File: src/rtl/csm_pkg.sv
package csm_pkg;
    // ----------------------------------------
    // Register layout
    // ----------------------------------------
    localparam int unsigned  REG_W          = 16;
    localparam int unsigned  BIT_COMPAT     = 5;
    localparam int unsigned  BIT_FRACT      = 6;
    localparam int unsigned  BIT_WIDE       = 10;
    localparam int unsigned  BIT_GID        = 11;
    localparam int unsigned  BIT_HOLD_STOP  = 12;
    localparam int unsigned  BIT_STACK_DIR  = 14;
    localparam logic [15:0]  MODE_MASK      = 16'h5C60;
    localparam logic [15:0]  RESET_VALUE    = 16'h0820;
    // ----------------------------------------
    // Bit-operation codes and address widths
    // ----------------------------------------
    localparam int unsigned  BITSEL_W       = 4;
    localparam int unsigned  ADDR_W         = 24;
    localparam int unsigned  IO_ADDR_W      = 16;
    localparam int unsigned  ACC_SIGN_NARROW = 31;
    localparam int unsigned  ACC_SIGN_WIDE   = 39;
    localparam int unsigned  SYNC_STAGES    = 2;
    typedef enum logic [1:0] {
        CSM_OP_NONE  = 2'b00,
        CSM_OP_SET   = 2'b01,
        CSM_OP_CLEAR = 2'b10,
        CSM_OP_WRITE = 2'b11
    } csm_op_t;
endpackage : csm_pkg

File: src/rtl/csm_update_if.sv
`timescale 1ns/1ps
// Carries the pending update from the main block to the bit register
interface csm_update_if;
    logic [15:0] next_val;
    logic        load;
    logic [15:0] cur_val;
    modport ctrl (output next_val, output load, input cur_val);
    modport bits (input next_val, input load, output cur_val);
endinterface : csm_update_if

File: src/rtl/csm_status_mode.sv
`timescale 1ns/1ps
// Contract
// - compat bit 1 selects legacy mode
// - bit 14, reset 0, page-relative direct
// - bit 14 set: stack-relative direct
// - I/O direct always peripheral-page relative
// - bit 6 shifts multiply result left
// - hold request tri-states port; bit 12
// - hold-stop bit 1 stalls internal execution
// - bit 11 resets 1, blocks maskable
// - nonmaskable never blocked by disable
// - soft interrupt and reset set disable
// - update in execute; no interrupt after
// - interrupt entry pushes status word
// - service entry sets disable bit
// - vector call leaves disable unchanged
// - return restores disable from stack
// - emulation halt: only time-critical and nonmaskable interrupts
// - bit 10, reset 0, width select
// - set/clear instructions change mode bits
// - width 0 sign 31, 1 sign 39
// - compat bit 5, reset 1
module csm_status_mode
    import csm_pkg::*;
(
    input  wire logic                        clk_sys,
    input  wire logic                        rst_n,
    input  wire logic                        clk_en,
    // Execute-phase update port
    input  wire csm_pkg::csm_op_t            exec_op,
    input  wire logic [csm_pkg::BITSEL_W-1:0] exec_bit,
    input  wire logic [csm_pkg::REG_W-1:0]   exec_wdata,
    input  wire logic                        soft_int_exec,
    input  wire logic                        soft_reset_exec,
    input  wire logic                        vector_call_exec,
    input  wire logic                        hw_int_entry,
    input  wire logic                        reti_exec,
    input  wire logic [csm_pkg::REG_W-1:0]   reti_stack_data,
    output logic [csm_pkg::REG_W-1:0]        status_rdata,
    output logic                             push_valid,
    output logic [csm_pkg::REG_W-1:0]        push_data,
    // Interrupt gating
    input  wire logic                        maskable_req,
    input  wire logic                        nonmask_req,
    input  wire logic                        time_critical_req,
    input  wire logic                        emu_halt,
    output logic                             int_take,
    // Addressing and datapath steering
    input  wire logic [csm_pkg::ADDR_W-1:0]  dir_offset,
    input  wire logic [csm_pkg::ADDR_W-1:0]  data_page_pointer,
    input  wire logic [csm_pkg::ADDR_W-1:0]  data_stack_pointer,
    input  wire logic [csm_pkg::IO_ADDR_W-1:0] peripheral_page_pointer,
    output logic [csm_pkg::ADDR_W-1:0]       dir_data_addr,
    output logic [csm_pkg::IO_ADDR_W-1:0]    dir_io_addr,
    input  wire logic [31:0]                 mult_raw,
    output logic [32:0]                      mult_result,
    output logic [5:0]                       acc_sign_pos,
    // Hold handling
    input  wire logic                        hold_req,
    output logic                             ext_port_oe,
    output logic                             exec_stall,
    // Mode outputs
    output logic                             legacy_compat_mode,
    output logic                             stack_relative_direct,
    output logic                             fractional_shift_mode,
    output logic                             hold_stop_mode,
    output logic                             global_int_disable,
    output logic                             wide_accum_mode
);
    import csm_pkg::*;

    // ----------------------------------------
    // Reset release through two flip-flops
    // ----------------------------------------
    logic [SYNC_STAGES-1:0] rst_pipe_reg;
    logic [SYNC_STAGES-1:0] rst_pipe_next;
    logic                   rst_sync_n;

    // Shift in a one after release
    always_comb begin
        rst_pipe_next = {rst_pipe_reg[SYNC_STAGES-2:0], 1'b1};
    end

    // Asynchronous assert, synchronous release
    always_ff @(posedge clk_sys or negedge rst_n) begin
        if (!rst_n) begin
            rst_pipe_reg <= '0;
        end else begin
            rst_pipe_reg <= rst_pipe_next;
        end
    end

    assign rst_sync_n = rst_pipe_reg[SYNC_STAGES-1];

    // ----------------------------------------
    // Mode bit register
    // ----------------------------------------
    csm_update_if upd ();

    csm_mode_bits u_bits (
        .clk_sys    (clk_sys),
        .rst_sync_n (rst_sync_n),
        .clk_en     (clk_en),
        .upd        (upd)
    );

    logic [15:0] cur;
    logic        entry_any;
    assign cur       = upd.cur_val;
    assign entry_any = soft_int_exec | soft_reset_exec | hw_int_entry;

    // Compute the execute-phase update; entry wins on the disable bit only
    always_comb begin
        upd.next_val = cur;
        upd.load     = 1'b0;
        unique case (exec_op)
            CSM_OP_SET: begin
                upd.next_val = cur | (16'h0001 << exec_bit);
                upd.load     = 1'b1;
            end
            CSM_OP_CLEAR: begin
                upd.next_val = cur & ~(16'h0001 << exec_bit);
                upd.load     = 1'b1;
            end
            CSM_OP_WRITE: begin
                upd.next_val = exec_wdata;
                upd.load     = 1'b1;
            end
            CSM_OP_NONE: begin
            end
        endcase
        if (reti_exec) begin
            upd.next_val = reti_stack_data;
            upd.load     = 1'b1;
        end
        if (entry_any) begin
            upd.next_val[BIT_GID] = 1'b1;
            upd.load              = 1'b1;
        end
        // Vector call has no path into the register
    end

    assign status_rdata = cur;

    // ----------------------------------------
    // Status push on interrupt entry
    // ----------------------------------------
    logic        push_valid_reg;
    logic        push_valid_next;
    logic [15:0] push_data_reg;
    logic [15:0] push_data_next;

    // Capture pre-entry status word
    always_comb begin
        push_valid_next = entry_any;
        push_data_next  = entry_any ? cur : push_data_reg;
    end

    // Register the push
    always_ff @(posedge clk_sys or negedge rst_sync_n) begin
        if (!rst_sync_n) begin
            push_valid_reg <= 1'b0;
            push_data_reg  <= '0;
        end else if (clk_en) begin
            push_valid_reg <= push_valid_next;
            push_data_reg  <= push_data_next;
        end
    end

    assign push_valid = push_valid_reg;
    assign push_data  = push_data_reg;

    // ----------------------------------------
    // Mode decode
    // ----------------------------------------
    // Values act from the cycle after the update
    assign legacy_compat_mode    = cur[BIT_COMPAT];
    assign stack_relative_direct = cur[BIT_STACK_DIR];
    assign fractional_shift_mode = cur[BIT_FRACT];
    assign hold_stop_mode        = cur[BIT_HOLD_STOP];
    assign global_int_disable    = cur[BIT_GID];
    assign wide_accum_mode       = cur[BIT_WIDE];

    // Interrupt gating; set bit blocks the same cycle it shows
    always_comb begin
        if (emu_halt) begin
            int_take = time_critical_req | nonmask_req;
        end else begin
            int_take = nonmask_req
                     | (maskable_req & ~cur[BIT_GID]);
        end
    end

    // Direct addressing base select
    always_comb begin
        if (cur[BIT_STACK_DIR]) begin
            dir_data_addr = data_stack_pointer + dir_offset;
        end else begin
            dir_data_addr = data_page_pointer + dir_offset;
        end
        dir_io_addr = peripheral_page_pointer + dir_offset[IO_ADDR_W-1:0];
    end

    // Fractional shift and accumulator sign position
    always_comb begin
        mult_result  = cur[BIT_FRACT] ? {mult_raw, 1'b0} : {1'b0, mult_raw};
        acc_sign_pos = cur[BIT_WIDE] ? 6'(ACC_SIGN_WIDE) : 6'(ACC_SIGN_NARROW);
    end

    // Hold: port released always, stall only in stop mode
    always_comb begin
        ext_port_oe = ~hold_req;
        exec_stall  = hold_req & cur[BIT_HOLD_STOP];
    end

    // ----------------------------------------
    // Checks
    // ----------------------------------------
    property p_set_gid;
        @(posedge clk_sys) disable iff (!rst_sync_n)
        (clk_en && entry_any) |=> global_int_disable;
    endproperty
    a_set_gid: assert property (p_set_gid) else $error("disable not set on entry");

    property p_nmi;
        @(posedge clk_sys) disable iff (!rst_sync_n)
        nonmask_req |-> int_take;
    endproperty
    a_nmi: assert property (p_nmi) else $error("nonmaskable blocked");

    property p_mask;
        @(posedge clk_sys) disable iff (!rst_sync_n)
        (global_int_disable && !emu_halt && !nonmask_req) |-> !int_take;
    endproperty
    a_mask: assert property (p_mask) else $error("maskable taken while disabled");

    property p_push;
        @(posedge clk_sys) disable iff (!rst_sync_n)
        (clk_en && entry_any) |=> (push_valid && push_data == $past(status_rdata));
    endproperty
    a_push: assert property (p_push) else $error("status not pushed");

    property p_reti;
        @(posedge clk_sys) disable iff (!rst_sync_n)
        (clk_en && reti_exec && !entry_any) |=>
            global_int_disable == $past(reti_stack_data[BIT_GID]);
    endproperty
    a_reti: assert property (p_reti) else $error("return did not restore");

    property p_vcall;
        @(posedge clk_sys) disable iff (!rst_sync_n)
        (clk_en && vector_call_exec && exec_op == CSM_OP_NONE && !reti_exec && !entry_any)
            |=> $stable(global_int_disable);
    endproperty
    a_vcall: assert property (p_vcall) else $error("vector call changed disable");

    property p_hold;
        @(posedge clk_sys) disable iff (!rst_sync_n)
        hold_req |-> (!ext_port_oe && exec_stall == hold_stop_mode);
    endproperty
    a_hold: assert property (p_hold) else $error("hold handling wrong");

    property p_setbit;
        @(posedge clk_sys) disable iff (!rst_sync_n)
        (clk_en && exec_op == CSM_OP_SET && exec_bit == 4'(BIT_WIDE) && !reti_exec) |=> wide_accum_mode;
    endproperty
    a_setbit: assert property (p_setbit) else $error("set instruction ignored");

    property p_dir;
        @(posedge clk_sys) disable iff (!rst_sync_n)
        stack_relative_direct |-> dir_data_addr == data_stack_pointer + dir_offset;
    endproperty
    a_dir: assert property (p_dir) else $error("direct base wrong");

    property p_page;
        @(posedge clk_sys) disable iff (!rst_sync_n)
        !stack_relative_direct |-> dir_data_addr == data_page_pointer + dir_offset;
    endproperty
    a_page: assert property (p_page) else $error("page base wrong");

    property p_clrbit;
        @(posedge clk_sys) disable iff (!rst_sync_n)
        (clk_en && exec_op == CSM_OP_CLEAR && exec_bit == 4'(BIT_FRACT) && !reti_exec) |=> !fractional_shift_mode;
    endproperty
    a_clrbit: assert property (p_clrbit) else $error("clear instruction ignored");

    property p_no_take;
        @(posedge clk_sys) disable iff (!rst_sync_n)
        (clk_en && exec_op == CSM_OP_SET && exec_bit == 4'(BIT_GID) && !reti_exec)
            |=> (!int_take || nonmask_req || emu_halt);
    endproperty
    a_no_take: assert property (p_no_take) else $error("interrupt taken after disable set");

    property p_fract;
        @(posedge clk_sys) disable iff (!rst_sync_n)
        fractional_shift_mode |-> (mult_result[0] == 1'b0 && mult_result[32:1] == mult_raw);
    endproperty
    a_fract: assert property (p_fract) else $error("fractional shift wrong");

    property p_width;
        @(posedge clk_sys) disable iff (!rst_sync_n)
        wide_accum_mode |-> acc_sign_pos == 6'(ACC_SIGN_WIDE);
    endproperty
    a_width: assert property (p_width) else $error("wide sign position wrong");
endmodule : csm_status_mode

File: src/rtl/csm_mode_bits.sv
`timescale 1ns/1ps
// Holds the mode bits with their reset values
module csm_mode_bits
    import csm_pkg::*;
(
    input  wire logic clk_sys,
    input  wire logic rst_sync_n,
    input  wire logic clk_en,
    csm_update_if.bits upd
);
    logic [15:0] mode_reg;
    logic [15:0] mode_next;

    // Next value, only mode field bits kept
    always_comb begin
        mode_next = mode_reg;
        if (upd.load) begin
            mode_next = upd.next_val & MODE_MASK;
        end
    end

    // Register stage
    always_ff @(posedge clk_sys or negedge rst_sync_n) begin
        if (!rst_sync_n) begin
            mode_reg <= RESET_VALUE;
        end else if (clk_en) begin
            mode_reg <= mode_next;
        end
    end

    assign upd.cur_val = mode_reg;
endmodule : csm_mode_bits

File: config.mk
export PLATFORM = sky130hd
export DESIGN_NAME = csm_status_mode
export DESIGN_NICKNAME = d
export VERILOG_FILES = /design/src/rtl/csm_pkg.sv /design/src/rtl/csm_update_if.sv /design/src/rtl/csm_status_mode.sv /design/src/rtl/csm_mode_bits.sv
export SDC_FILE = /design/constraint.sdc
export NUM_CORES = 1
export LEC_CHECK = 0
export BUFFER_PORTS_ARGS = -buffer_cell sky130_fd_sc_hd__clkbuf_2
export CAP_MARGIN = 20
export CORE_MARGIN = 5
export CORE_UTILIZATION = 35
export CTS_CLUSTER_SIZE = 28
export DETAILED_ROUTE_END_ITERATION = 6
export PLACE_DENSITY = 0.77
export SLEW_MARGIN = 20
export SYNTH_ARGS = -nofsm -noshare
export SYNTH_HDL_FRONTEND = slang
export SYNTH_SLANG_ARGS = --single-unit
export TNS_END_PERCENT = 30
File: constraint.sdc
create_clock -name clk_sys -period 8.32 [get_ports clk_sys]
set_input_delay 2.496 -clock clk_sys [delete_from_list [all_inputs] [get_ports clk_sys]]
set_output_delay 2.496 -clock clk_sys [all_outputs]
set_load 0.05 [all_outputs]
==> metrics.txt <==
worst skew pair latency 0.25 ns; Seq. cell area approximately 380 sq um; Critical Path AT 4.98 ns; ys flop type dfrtp_1; Synth cell types 57; endpoints failing hold 0; placed cell areas about 5000 sq um; WS Path Type in2out; CTS Buf Count 3; Critical Path Sink Type output pin; fraction of registers with async set/reset 1.000; Port-buffer cells 247; synthesized area about 3800 sq um; CTS tree done; RSZ-0062 raised after global routing no; Post-Layout Cell Count ~850; CP delay by family, top compound AO/OA/AOI/OAI gates; Post-DP HPWL between 10000 and 15000 um; Avg WL per Cell 15.23 um; top-level port count about 300; Design Power 971.4 uW; Slew headroom 0.6151; largest net degree at the start of global routing 39; register area share after synthesis 0.09960; WL final between 10000 and 15000 um; clock skew between 0.001 and 0.0015 ns; CORE AREA 10750 sq um; # hold bufs at CTS 0; metal2 WL approximately 6700 um; Sink Count 15; worst path required time 5.82 ns; routed vias 4287; residual DRC count 0; grt ovf 0; first-pass GRT wire length 19430 um; Area growth syn-to-layout 33.21%; TNS Setup 0 ns; max-slew violations 0; P_leak 2.604 nW; DRT met1 WL between 4000 and 5000 um; Peak Freq approximately 130 MHz; total track usage 0.1816; Multi-input gate area 3154 sq um; Placer Congestion 0.8827; die area between 10000 and 15000 sq um; vias per inst 5.061; post-CTS setup buffer count 0; 1st-pass router iterations 4; Cell Chain, Critical Path clkbuf_2 -> mux2_2 -> ha_1 -> fa_1 -> a21oi_1 -> o2111a_2 -> o21bai_1 -> a21oi_1 -> o41ai_2 -> xor2_1 -> clkbuf_2; Top Metal Used met4; Hold/Removal Path Class reg2async; starting density of the core 0.3531; period utilization 0.8984; status completed; Avg Cell Area, Syn 7.953 sq um; Seq cells post-synth 15; clk slew on worst S/H paths 0.06 ns; initial DRC count 123; Critical Path Source Type input pin; Setup violations, final 0; Max Root-Sink Buffers 2; layout cells sized above 1 0.4610; cells after synthesis 477; initial antenna violation count 2; vias in the first global route approximately 4100; PwrDens 192.2 nW/um^2; maxcap violations 0; final core utilization 0.4703; yosys warns 0; Die Ht 114.1 um; CP max stage cell fa_1; Worst Tran Pin Value 0.5735 ns; CTS H-Tree Depth 1; DR WL met3 1250 um; fin nets roughly 900; post-route cell area 5054 sq um; DP Cell Count about 840; ANT nets after route 0; CP peak stage delay 0.40 ns; layout filler cell count 1084; cts repair resizes 0; Root Driver clkbuf_8; critical path fanouts, max 4; Die W 114.1 um; Worst Path Buf+Inv 2; Post-synth EDFFs 0; Max IR drop VDD 0.0001082 V; Final min period 7.475 ns; row cnt 38
-- cell usage after synthesis (3+ instances only) --
cell type / number / share of area
buf_1: 3 / 0.0030
o21ai_0: 26 / 0.034
inv_1: 12 / 0.012
buf_2: 4 / 0.0053
o211ai_1: 5 / 0.0099
and2_1: 4 / 0.0066
a21oi_1: 51 / 0.067
clkbuf_1: 8 / 0.0079
xnor2_1: 20 / 0.046
a21o_1: 11 / 0.022
and3_1: 5 / 0.0082
nand4_1: 5 / 0.0082
a22oi_1: 4 / 0.0079
nor3_1: 11 / 0.015
o21a_1: 5 / 0.0099
o311ai_0: 3 / 0.0069
a211oi_1: 3 / 0.0059
ha_1: 43 / 0.14
o21ai_1: 3 / 0.0040
o21bai_1: 7 / 0.014
mux2_2: 59 / 0.18
nand2_1: 41 / 0.041
buf_4: 31 / 0.061
xor2_1: 12 / 0.028
a31oi_1: 5 / 0.0082
nand2b_1: 6 / 0.0099
dfrtp_1: 13 / 0.086
nor2_1: 19 / 0.019
nand3_1: 12 / 0.016
nor2b_1: 10 / 0.016
-- worst paths after layout --
kind | startpoint | to | slack, ns | depth (start not counted)
min | rst_pipe_reg[1]$_DFF_PN0_ | push_data[11]$_DFFE_PN0P_ | 0.21 | 0
max reg2reg | u_bits.upd.cur_val[6]$_DFFE_PN0P_ | u_bits.upd.cur_val[6]$_DFFE_PN0P_ | 7.00 | 5
min in group clk_sys | rst_pipe_reg[0]$_DFF_PN0_ | rst_pipe_reg[1]$_DFF_PN0_ | 0.36 | 0
max in group asynchronous | rst_n | rst_pipe_reg[0]$_DFF_PN0_ | 6.20 | 1
max | data_stack_pointer[0] | dir_data_addr[20] | 0.85 | 11
min reg2reg | rst_pipe_reg[1]$_DFF_PN0_ | push_data[11]$_DFFE_PN0P_ | 0.21 | 0
-- through the flow --
stage	setup WS [ns]	hold slack (ns)
finish	0.8453	0.2140
detailed placement	0.8684	0.2281
global placement	0.8670	0.2162
global route	0.7019	0.2715
CTS	0.8637	0.2328
floorplan	0.3149	0.1588
-- kinds of logic (layout without fill, tap and decap cells) --
logic type	Yosys count	in the layout	synth area share
compound gates	140	140	0.2408
xor+xnor	32	32	0.07388
fa+ha+maj	45	45	0.1524
buf+inv	59	265	0.09070
flops	15	15	0.09960
mux	61	61	0.1804
other cells	2	26	0.001980
simple gates	123	123	0.1603
-- final cells by class --
cell class	instances	share of cell area
Multi-Input combinational cell	425	0.6242
Timing Repair Buffer	249	0.2476
Sequential cell	15	0.07477
Tap cell	140	0.03466
Clock buffer	4	0.008913
Inverter	12	0.008913
Antenna cell	2	0.0009903
-- where the power goes --
part | switching (mW) | internal, mW
Clock | 0.0235 | 0.0339
Sequential | 0.00744 | 0.0831
Combinational | 0.591 | 0.232
-- layout by cell type (no fill, tap or decap), drive strengths merged, types with 6 or more instances in the layout --
cell    Yosys  routed
nand2b      6       6
conb        2      24
o21ai      30      30
ha         43      43
nor2       19      19
o21bai      7       7
a21o       11      11
nand2      41      41
a21oi      53      53
xnor2      20      20
dfrtp      13      13
nor3       12      12
mux2       59      59
clkbuf      9     251
inv        12      12
nand3      12      12
xor2       12      12
nor2b      10      10
-- per-layer routing --
layer,GRT usage,vias up
met2,0.3474,187
met1,0.1915,1916
met5,0,-
met4,0.05780,0
li1,-,2164
met3,0.04810,20
Note: power is estimated with default switching activity, not from simulation.
